[config.mk]
export PLATFORM = sky130hd
export DESIGN_NAME = mpd_diag_ctrl
export DESIGN_NICKNAME = d
export VERILOG_FILES = /design/src/hw/mpd_pkg.sv /design/src/hw/mpd_field_reg.sv /design/src/hw/mpd_shdn_seq.sv /design/src/hw/mpd_diag_ctrl.sv
export VERILOG_INCLUDE_DIRS = /design/src /design/src/hw
export SDC_FILE = /design/constraint.sdc
export NUM_CORES = 1
export LEC_CHECK = 0
export ABC_AREA = 0
export BUFFER_PORTS_ARGS = -buffer_cell sky130_fd_sc_hd__buf_2
export CORE_AREA = 5 5 134 136
export CTS_BUF_LIST = sky130_fd_sc_hd__clkbuf_16
export DETAILED_ROUTE_END_ITERATION = 16
export DIE_AREA = 0 0 139 141
export GPL_TIMING_DRIVEN = 0
export PLACE_DENSITY = 0.71
export SETUP_SLACK_MARGIN = 0.3
export SLEW_MARGIN = 20
export SYNTH_ARGS = -nofsm -noshare
export SYNTH_HDL_FRONTEND = slang
export SYNTH_SLANG_ARGS = --single-unit
[constraint.sdc]
create_clock -name i_core_clk -period 2.8 [get_ports i_core_clk]
set_clock_uncertainty 0.2 [all_clocks]
set_input_delay 0.28 -clock i_core_clk [delete_from_list [all_inputs] [get_ports i_core_clk]]
set_output_delay 0.28 -clock i_core_clk [all_outputs]
set_load 0.03 [all_outputs]
[src/hw/mpd_defs.svh]
// Purpose: Register offsets, field positions, reset values and timing counts.
// Assumes: Included by the sequencer and top design files of the diagnostic control block.
// Notes: Definitions only.
`ifndef MPD_DEFS_SVH
`define MPD_DEFS_SVH
`define MPD_ADDR_W          4
`define MPD_OFF_BALANCE     4'h0
`define MPD_OFF_MEASURE     4'h1
`define MPD_OFF_DIAG_CFG    4'h2
`define MPD_OFF_SCAN_CTRL   4'h3
`define MPD_OFF_CELL_SRC    4'h4
`define MPD_OFF_TEST_CUR    4'h5
`define MPD_OFF_STATUS      4'h6
`define MPD_OFF_STATUS_CLR  4'h7
`define MPD_OFF_ROUTE       4'h8
`define MPD_ODD_PATTERN     12'h555
`define MPD_EVEN_PATTERN    12'haaa
`define MPD_DIAG_ODD        3'h5
`define MPD_DIAG_EVEN       3'h6
`define MPD_CFG_ALT_BIT     0
`define MPD_SCAN_POL_BIT    0
`define MPD_SCAN_START_BIT  1
`define MPD_TC_CODE_LSB     0
`define MPD_TC_DIR_BIT      4
`define MPD_TC_OUT_EN_BIT   5
`define MPD_TC_SINGLE_BIT   6
`define MPD_TC_BUS_BIT      7
`define MPD_TC_AUX_LSB      8
`define MPD_ST_LIVE_BIT     11
`define MPD_ST_LATCH_BIT    12
`define MPD_RST_ZERO16      16'h0000
`define MPD_PUMP_TIME_US    200
`define MPD_CLK_MHZ         100
`define MPD_PUMP_CYCLES     (`MPD_PUMP_TIME_US * `MPD_CLK_MHZ)
`endif

[src/hw/mpd_pkg.sv]
// Purpose: Types shared by the diagnostic control files.
// Assumes: Nothing beyond the defs header.
// Notes: States of the shutdown recovery sequencer.
package mpd_pkg;
    typedef enum logic [1:0] {
        MPD_RUN,
        MPD_DOWN,
        MPD_PUMP
    } mpd_shdn_state_t;
    typedef logic [15:0] mpd_word_t;
endpackage

[src/hw/mpd_field_reg.sv]
// Purpose: One writable register field with a reset to zero.
// Assumes: Write strobe already decoded to this field.
// Notes: Reset value zero keeps every test source off.
`timescale 1ns/1ps
`default_nettype none
module mpd_field_reg #(
    parameter int W = 16
) (
    // Clock and reset
    input  wire logic         i_core_clk,
    input  wire logic         i_rst_n,
    // Write side
    input  wire logic         i_we,
    input  wire logic [W-1:0] i_wdata,
    // Stored value
    output logic      [W-1:0] o_q
);
    always_ff @(posedge i_core_clk or negedge i_rst_n) begin
        if (!i_rst_n) begin
            o_q <= '0;
        end else if (i_we) begin
            o_q <= i_wdata;
        end
    end
endmodule // mpd_field_reg
`default_nettype wire

[src/hw/mpd_shdn_seq.sv]
// Purpose: Shutdown alert flags and charge pump recovery timing.
// Assumes: Shutdown comparator levels arrive synchronous to the clock.
// Notes: The latched alert survives recovery until software clears it.
`timescale 1ns/1ps
`default_nettype none
`include "mpd_defs.svh"
module mpd_shdn_seq #(
    parameter int PUMP_CYCLES = `MPD_PUMP_CYCLES
) (
    // Clock and reset
    input  wire logic i_core_clk,
    input  wire logic i_rst_n,
    // Shutdown input comparators
    input  wire logic i_shdn_below_low,
    input  wire logic i_shdn_above_high,
    // Software events
    input  wire logic i_latch_read,
    input  wire logic i_latch_clear,
    // Flags and analog controls
    output logic      o_alert_latched,
    output logic      o_alert_live,
    output logic      o_regulator_en,
    output logic      o_charge_pump_en
);
    import mpd_pkg::*;
    localparam int CW = $clog2(PUMP_CYCLES + 1);
    mpd_shdn_state_t state_reg;
    mpd_shdn_state_t state_next;
    logic [CW-1:0]   cnt_reg;
    logic [CW-1:0]   cnt_next;
    logic            latch_next;
    logic            live_next;
    wire logic       pump_done = (cnt_reg == CW'(PUMP_CYCLES - 1));

    // Set wins over a clear in the same cycle.
    assign latch_next = i_shdn_below_low | (o_alert_latched & ~i_latch_clear);
    assign live_next  = i_shdn_below_low | (o_alert_live & ~i_shdn_above_high);

    always_comb begin
        state_next = state_reg;
        cnt_next   = '0;
        case (state_reg)
            MPD_RUN: begin
                if (i_shdn_below_low) begin
                    state_next = MPD_DOWN;
                end
            end
            MPD_DOWN: begin
                if (i_latch_read && o_alert_latched) begin
                    state_next = MPD_PUMP;
                end
            end
            MPD_PUMP: begin
                cnt_next = cnt_reg + CW'(1);
                if (pump_done || i_shdn_above_high) begin
                    state_next = MPD_RUN;
                    cnt_next   = '0;
                end
            end
            default: begin
                state_next = MPD_RUN;
            end
        endcase
    end

    always_ff @(posedge i_core_clk or negedge i_rst_n) begin
        if (!i_rst_n) begin
            state_reg       <= MPD_RUN;
            cnt_reg         <= '0;
            o_alert_latched <= 1'b0;
            o_alert_live    <= 1'b0;
        end else begin
            state_reg       <= state_next;
            cnt_reg         <= cnt_next;
            o_alert_latched <= latch_next;
            o_alert_live    <= live_next;
        end
    end

    // Regulator stays off from the low detect until the pump has finished.
    assign o_regulator_en   = (state_reg == MPD_RUN);
    assign o_charge_pump_en = (state_reg == MPD_PUMP);
endmodule // mpd_shdn_seq
`default_nettype wire

[src/hw/mpd_diag_ctrl.sv]
// Purpose: Measurement path self-test control registers and source enables.
// Assumes: Plain register port, read data one cycle after the read strobe.
// Notes: Analog sources, scan sequencer and serial protocol live elsewhere.
//
// How it works
// - Upper measure enables zero drop aux channels.
// - Alternate path bit routes cells alternately.
// - Fifteen input sources, each individually enabled.
// - One four-bit code sets input magnitude.
// - One bit sets source or sink direction.
// - One bit enables both output sources.
// - Same code sets output source magnitude.
// - Default both buses; single mode uses one.
// - Bus select one picks odd source.
// - Even inputs and ground go even bus.
// - Shutdown low sets latched alert, regulator off.
// - Reading latched alert starts pump, regulator back.
// - Live alert clears when shutdown rises.
// - Alternate path latched at measurement start.
`timescale 1ns/1ps
`default_nettype none
`include "mpd_defs.svh"
module mpd_diag_ctrl #(
    parameter int CELLS       = 12,
    parameter int PUMP_CYCLES = `MPD_PUMP_CYCLES
) (
    // Clock and reset
    input  wire logic                    i_core_clk,
    input  wire logic                    i_rst_n,
    // Register port
    input  wire logic [`MPD_ADDR_W-1:0]  i_addr,
    input  wire mpd_pkg::mpd_word_t      i_wdata,
    input  wire logic                    i_wr,
    input  wire logic                    i_rd,
    output mpd_pkg::mpd_word_t           o_rdata,
    // Scan sequencer handshake
    input  wire logic                    i_scan_busy,
    // Shutdown comparators
    input  wire logic                    i_shdn_below_low,
    input  wire logic                    i_shdn_above_high,
    // Balancing and scan controls
    output logic [CELLS-1:0]             o_balance_switch_enables,
    output logic [14:0]                  o_channel_measure_enables,
    output logic                         o_scan_start,
    output logic                         o_bipolar_mode,
    output logic                         o_alt_path_active,
    // Test current sources
    output logic [CELLS:0]               o_cell_source_enables,
    output logic [1:0]                   o_aux_source_enables,
    output logic [3:0]                   o_test_current_code,
    output logic                         o_test_current_direction,
    output logic                         o_even_bus_source_en,
    output logic                         o_odd_bus_source_en,
    output logic [CELLS+3:0]             o_input_on_odd_bus,
    // Shutdown recovery
    output logic                         o_regulator_en,
    output logic                         o_charge_pump_en
);
    import mpd_pkg::*;

    mpd_word_t balance_q;
    mpd_word_t measure_q;
    mpd_word_t cfg_q;
    mpd_word_t scan_q;
    mpd_word_t cell_src_q;
    mpd_word_t tc_q;
    mpd_word_t rdata_next;
    logic      alt_path_reg;
    logic      start_reg;
    logic      alert_latched;
    logic      alert_live;

    wire logic hit_balance  = (i_addr == `MPD_OFF_BALANCE);
    wire logic hit_measure  = (i_addr == `MPD_OFF_MEASURE);
    wire logic hit_cfg      = (i_addr == `MPD_OFF_DIAG_CFG);
    wire logic hit_scan     = (i_addr == `MPD_OFF_SCAN_CTRL);
    wire logic hit_cell_src = (i_addr == `MPD_OFF_CELL_SRC);
    wire logic hit_tc       = (i_addr == `MPD_OFF_TEST_CUR);
    wire logic hit_status   = (i_addr == `MPD_OFF_STATUS);
    wire logic hit_st_clr   = (i_addr == `MPD_OFF_STATUS_CLR);
    wire logic hit_route    = (i_addr == `MPD_OFF_ROUTE);

    // All fields reset to zero, so no test current flows after reset.
    mpd_field_reg #(.W(16)) u_balance (
        .i_core_clk (i_core_clk),
        .i_rst_n    (i_rst_n),
        .i_we       (i_wr & hit_balance),
        .i_wdata    (i_wdata),
        .o_q        (balance_q)
    );
    mpd_field_reg #(.W(16)) u_measure (
        .i_core_clk (i_core_clk),
        .i_rst_n    (i_rst_n),
        .i_we       (i_wr & hit_measure),
        .i_wdata    (i_wdata),
        .o_q        (measure_q)
    );
    mpd_field_reg #(.W(16)) u_cfg (
        .i_core_clk (i_core_clk),
        .i_rst_n    (i_rst_n),
        .i_we       (i_wr & hit_cfg),
        .i_wdata    (i_wdata),
        .o_q        (cfg_q)
    );
    mpd_field_reg #(.W(16)) u_scan (
        .i_core_clk (i_core_clk),
        .i_rst_n    (i_rst_n),
        .i_we       (i_wr & hit_scan),
        .i_wdata    (i_wdata),
        .o_q        (scan_q)
    );
    mpd_field_reg #(.W(16)) u_cell_src (
        .i_core_clk (i_core_clk),
        .i_rst_n    (i_rst_n),
        .i_we       (i_wr & hit_cell_src),
        .i_wdata    (i_wdata),
        .o_q        (cell_src_q)
    );
    mpd_field_reg #(.W(16)) u_tc (
        .i_core_clk (i_core_clk),
        .i_rst_n    (i_rst_n),
        .i_we       (i_wr & hit_tc),
        .i_wdata    (i_wdata),
        .o_q        (tc_q)
    );

    mpd_shdn_seq #(.PUMP_CYCLES(PUMP_CYCLES)) u_shdn (
        .i_core_clk        (i_core_clk),
        .i_rst_n           (i_rst_n),
        .i_shdn_below_low  (i_shdn_below_low),
        .i_shdn_above_high (i_shdn_above_high),
        .i_latch_read      (i_rd & hit_status),
        .i_latch_clear     (i_wr & hit_st_clr & i_wdata[`MPD_ST_LATCH_BIT]),
        .o_alert_latched   (alert_latched),
        .o_alert_live      (alert_live),
        .o_regulator_en    (o_regulator_en),
        .o_charge_pump_en  (o_charge_pump_en)
    );

    // The switch patterns are software's; the diagnostic code is a readback aid.
    wire logic [2:0] balance_diag_code =
        (balance_q[CELLS-1:0] == `MPD_ODD_PATTERN)  ? `MPD_DIAG_ODD  :
        (balance_q[CELLS-1:0] == `MPD_EVEN_PATTERN) ? `MPD_DIAG_EVEN : 3'h0;

    assign o_balance_switch_enables  = balance_q[CELLS-1:0];
    // Bits above the cell enables gate the aux and block channels.
    assign o_channel_measure_enables = measure_q[14:0];
    assign o_bipolar_mode            = scan_q[`MPD_SCAN_POL_BIT];
    assign o_scan_start              = start_reg;

    // The path is sampled at scan start so a mid-scan write cannot split a cycle.
    always_ff @(posedge i_core_clk or negedge i_rst_n) begin
        if (!i_rst_n) begin
            alt_path_reg <= 1'b0;
            start_reg    <= 1'b0;
        end else begin
            start_reg <= i_wr & hit_scan & i_wdata[`MPD_SCAN_START_BIT] & ~i_scan_busy;
            if (i_wr && hit_scan && i_wdata[`MPD_SCAN_START_BIT] && !i_scan_busy) begin
                alt_path_reg <= cfg_q[`MPD_CFG_ALT_BIT];
            end
        end
    end
    assign o_alt_path_active = alt_path_reg;

    assign o_cell_source_enables    = cell_src_q[CELLS:0];
    assign o_aux_source_enables     = tc_q[`MPD_TC_AUX_LSB+1:`MPD_TC_AUX_LSB];
    assign o_test_current_code      = tc_q[`MPD_TC_CODE_LSB+3:`MPD_TC_CODE_LSB];
    assign o_test_current_direction = tc_q[`MPD_TC_DIR_BIT];

    wire logic out_en   = tc_q[`MPD_TC_OUT_EN_BIT];
    wire logic single   = tc_q[`MPD_TC_SINGLE_BIT];
    wire logic bus_odd  = tc_q[`MPD_TC_BUS_BIT];
    assign o_even_bus_source_en = out_en & (~single | ~bus_odd);
    assign o_odd_bus_source_en  = out_en & (~single | bus_odd);

    // Bits 0..CELLS are inputs 0..CELLS, then ground, reference, second reference.
    genvar g;
    generate
        for (g = 0; g <= CELLS; g++) begin : g_route
            assign o_input_on_odd_bus[g] = (g % 2) == 1;
        end
    endgenerate
    assign o_input_on_odd_bus[CELLS+1] = 1'b0;
    assign o_input_on_odd_bus[CELLS+2] = 1'b1;
    assign o_input_on_odd_bus[CELLS+3] = 1'b1;

    mpd_word_t status_word;
    assign status_word = 16'(({15'h0, alert_latched} << `MPD_ST_LATCH_BIT)
                       | ({15'h0, alert_live} << `MPD_ST_LIVE_BIT));

    assign rdata_next =
        hit_balance  ? {1'b0, balance_diag_code, balance_q[11:0]} :
        hit_measure  ? measure_q :
        hit_cfg      ? cfg_q :
        hit_scan     ? {scan_q[15:2], i_scan_busy, scan_q[0]} :
        hit_cell_src ? cell_src_q :
        hit_tc       ? tc_q :
        hit_status   ? status_word :
        hit_route    ? o_input_on_odd_bus :
        `MPD_RST_ZERO16;

    always_ff @(posedge i_core_clk or negedge i_rst_n) begin
        if (!i_rst_n) begin
            o_rdata <= `MPD_RST_ZERO16;
        end else begin
            o_rdata <= i_rd ? rdata_next : `MPD_RST_ZERO16;
        end
    end
endmodule // mpd_diag_ctrl
`default_nettype wire

==> flow_summary.ini <==
[final_layout]
stdcell_count = 940
syn2layout_area_growth_pct = 26.0
fin_area_mm2 = 0.00820
drive_gt1_frac = 0.438
antennaDiodeCount = 0
layout.nets = 730
regArea_mm2 = 0.00320
n_fill_cell = 1550
multi_input_area_mm2 = 0.00276

[setup_path]
crit_arrival_ps = 2020
path_class = reg -> reg
startpoint_type = register
slowest_stage = or4b_1
cp.required_ps = 2910
cpPeakStageDelay_ps = 510
path_delay_family = simple AND/OR/NAND/NOR gates
crit_fanout = 10
cp_num_buf_inv = 1
path_cells = or4b_1 -> nor3_1 -> a21o_2 -> buf_4 -> nor2_1
end_kind = register

[routing]
drc_errors = 0
vias = 4792
wirelength_um = 17100
drtAntennaViolNets = 0
firstDrtPassIters = 7
drt_iter0_markers = 489
routedWlPerCell_um = 18.2
vias_per_cell = 5.10

[yosys]
syn_area_mm2 = 0.00651
synth-seq-cells = 128
synth_sequential_area_ratio = 0.492
synth_cell_types = 63
avgSynthCellArea_um2 = 11.8
synth_edf_count = 0
synthArstFlopShare = 1.00
synthCells = 552
synth_warnings = 0
synth_top_flop_cell = dfrtp_1

[floorplan]
initial_core_util = 0.387
core_area_mm2 = 0.0168
die_w_um = 139
io_pins = 113
die-area_mm2 = 0.0196
rows = 48
die_y_um = 141

[placed_design]
dp_hpwl_um = 11900
placed_area_mm2 = 0.00735
io_buffer_count = 95
place_congestion = 0.886
place_ws_ps = 706
place_inst = 887

[cts]
h-tree-depth = 4
tritoncts = done
ctsRootBufferMaster = clkbuf_16
clock-sinks = 128
clockBufferDepth = 2
cts.clk_slew.worst_paths_ps = 60
numCtsBuffers = 17
clk-insertion-delay-late_ps = 430

[pwr]
p_seq_frac = 0.386
pwr_density_cell_mw_per_mm2 = 775
p_comb_frac = 0.242
p_leak_nw = 3.80
swShare = 0.311
p_int_mw = 4.38
vdd_drop_max_uv = 431
power_mw = 6.36
clock_power_share = 0.372
switching_power_mw = 1.98

[job]
max_cap_viol_count = 0

[timing]
slew_headroom = 0.575
final_max_slew_viol_count = 0
rsz0062_at_grt = no
hold_viol = 0
timing.fmax_mhz = 524
setup_violations = 0
worstMarginPinSlew_ps = 638
timing.setup.tns_ps = 0
period_needed_ps = 1910
fin_ws_ps = 890
period_share = 0.682

[global_route]
grt_pass1_wl_um = 27300
grt_max_degree = 85
antenna_found_initial = 0
grtUsageTotal = 0.179
grt_pass1_vias = 4978
grt_overflow = 0

[outcome]
status = complete, no violations

[hold_path]
hold_path_class = in -> reg
[synth_stat cells, drive strengths merged, types with 3 or more instances]
| library cell | count | share of area |
|---|---|---|
| mux2i | 9 | 0.014 |
| buf | 72 | 0.081 |
| mux2 | 102 | 0.18 |
| o21ai | 18 | 0.014 |
| xor2 | 4 | 0.0054 |
| nand3 | 14 | 0.012 |
| a22o | 5 | 0.0067 |
| a32oi | 5 | 0.0067 |
| o2bb2ai | 3 | 0.0040 |
| clkbuf | 5 | 0.0029 |
| o221ai | 6 | 0.0081 |
| nand2b | 12 | 0.012 |
| a21boi | 3 | 0.0035 |
| xnor2 | 9 | 0.012 |
| nor4bb | 5 | 0.0077 |
| inv | 13 | 0.0075 |
| nor2b | 8 | 0.0077 |
| nand4 | 4 | 0.0038 |
| nand4b | 3 | 0.0040 |
| dfrtp | 128 | 0.49 |
| nor4 | 3 | 0.0029 |
| nor2 | 37 | 0.025 |
| nor3b | 3 | 0.0042 |
| a222oi | 4 | 0.0062 |
| nor3 | 6 | 0.0046 |
| a21oi | 18 | 0.014 |
| nand2 | 19 | 0.012 |
[placed cells by master (no fill, tap or decap), types with 4 or more instances in the layout]
master           n
a21oi_1         18
a222oi_1         4
a22o_1           5
a32oi_1          5
buf_2          104
buf_4           59
bufinv_16        4
clkbuf_1         5
clkbuf_16       17
clkinvlp_4       4
conb_1          16
dfrtp_1        128
dlygate4sd3_1   21
inv_1           13
mux2_2          90
mux2_4          10
mux2i_1          9
nand2_1         18
nand2b_1        12
nand3_1         12
nand4_1          4
nor2_1          33
nor2b_1          8
nor3_1           6
nor4bb_1         5
o21ai_0         18
o221ai_1         6
xnor2_1          9
xor2_1           4
[worst register-to-register path, delay by kind of cell (launching register included)]
family                 cells  cell delay (ps)
flip-flops                 1              440
AND/OR/NAND/NOR            3              790
AO/OA/AOI/OAI              1              200
buffers and inverters      1              180
[path summary, 6_finish.rpt]
| kind | from | slack (ps) | endpoint | depth (start not counted) |
|---|---|---|---|---|
| setup / recovery | u_shdn.cnt_reg[5] | 890 | u_shdn.cnt_reg[12] | 5 |
| hold / removal | i_addr[3] | 70 | o_rdata[10] | 4 |
| setup reg to reg | u_shdn.cnt_reg[5] | 890 | u_shdn.cnt_reg[12] | 5 |
| hold reg to reg | u_shdn.state_reg[1] | 270 | u_shdn.state_reg[0] | 1 |
| max in group asynchronous | i_rst_n | 1520 | u_tc.o_q[15] | 3 |
| min in group asynchronous | i_rst_n | 150 | u_shdn.state_reg[0] | 2 |
[layer usage]
layer | routed length [µm] | part of all wire | vias up | global-route usage
met5 | 0 | 0 | - | 0
li1 | - | - | 2217 | -
met1 | 7170 | 0.42 | 2356 | 0.229
met4 | 364 | 0.021 | 0 | 0.0639
met2 | 8330 | 0.49 | 190 | 0.299
met3 | 1200 | 0.070 | 29 | 0.0404
[timing repair]
| item | CTS | global route |
|---|---|---|
| hold buffers | 21 | 0 |
| resized for setup | 0 | 0 |
| setup buffers | 0 | 0 |
| hold endpoints to repair | 225 | 0 |
[power groups by stage]
stage	clock, mW	combinational (mW)	sequential (mW)
2_1_floorplan	0	1.02	2.50
3_3_place_gp	0	1.48	2.47
3_5_place_dp	0	1.52	2.48
4_1_cts	2.39	1.55	2.45
5_1_grt	2.48	1.65	2.50
6_report	2.36	1.54	2.45
[stage by stage]
step                hold slack [ps]   util
floorplan                      -216      -
global placement                255  0.435
detailed placement            -2.46  0.437
CTS                            42.8  0.487
global route                   67.0  0.487
finish                         68.8  0.487
[layout make-up]
cell class | instances | share of cell area
multi-input combinational | 348 | 0.337
buffer | 77 | 0.0666
inverter | 13 | 0.00595
sequential | 128 | 0.391
clock buffer | 17 | 0.0519
timing repair buffer | 117 | 0.0882
tap | 225 | 0.0343
clock inverter | 15 | 0.0253
[logic make-up after synthesis]
group / synth area share
flops: 0.492
simple gates: 0.113
mux: 0.196
buf+inv: 0.0913
compound gates: 0.0863
xor+xnor: 0.0175
other cells: 0.00115
fa+ha+maj: 0.00192
Power figures use the tool's default switching activity.
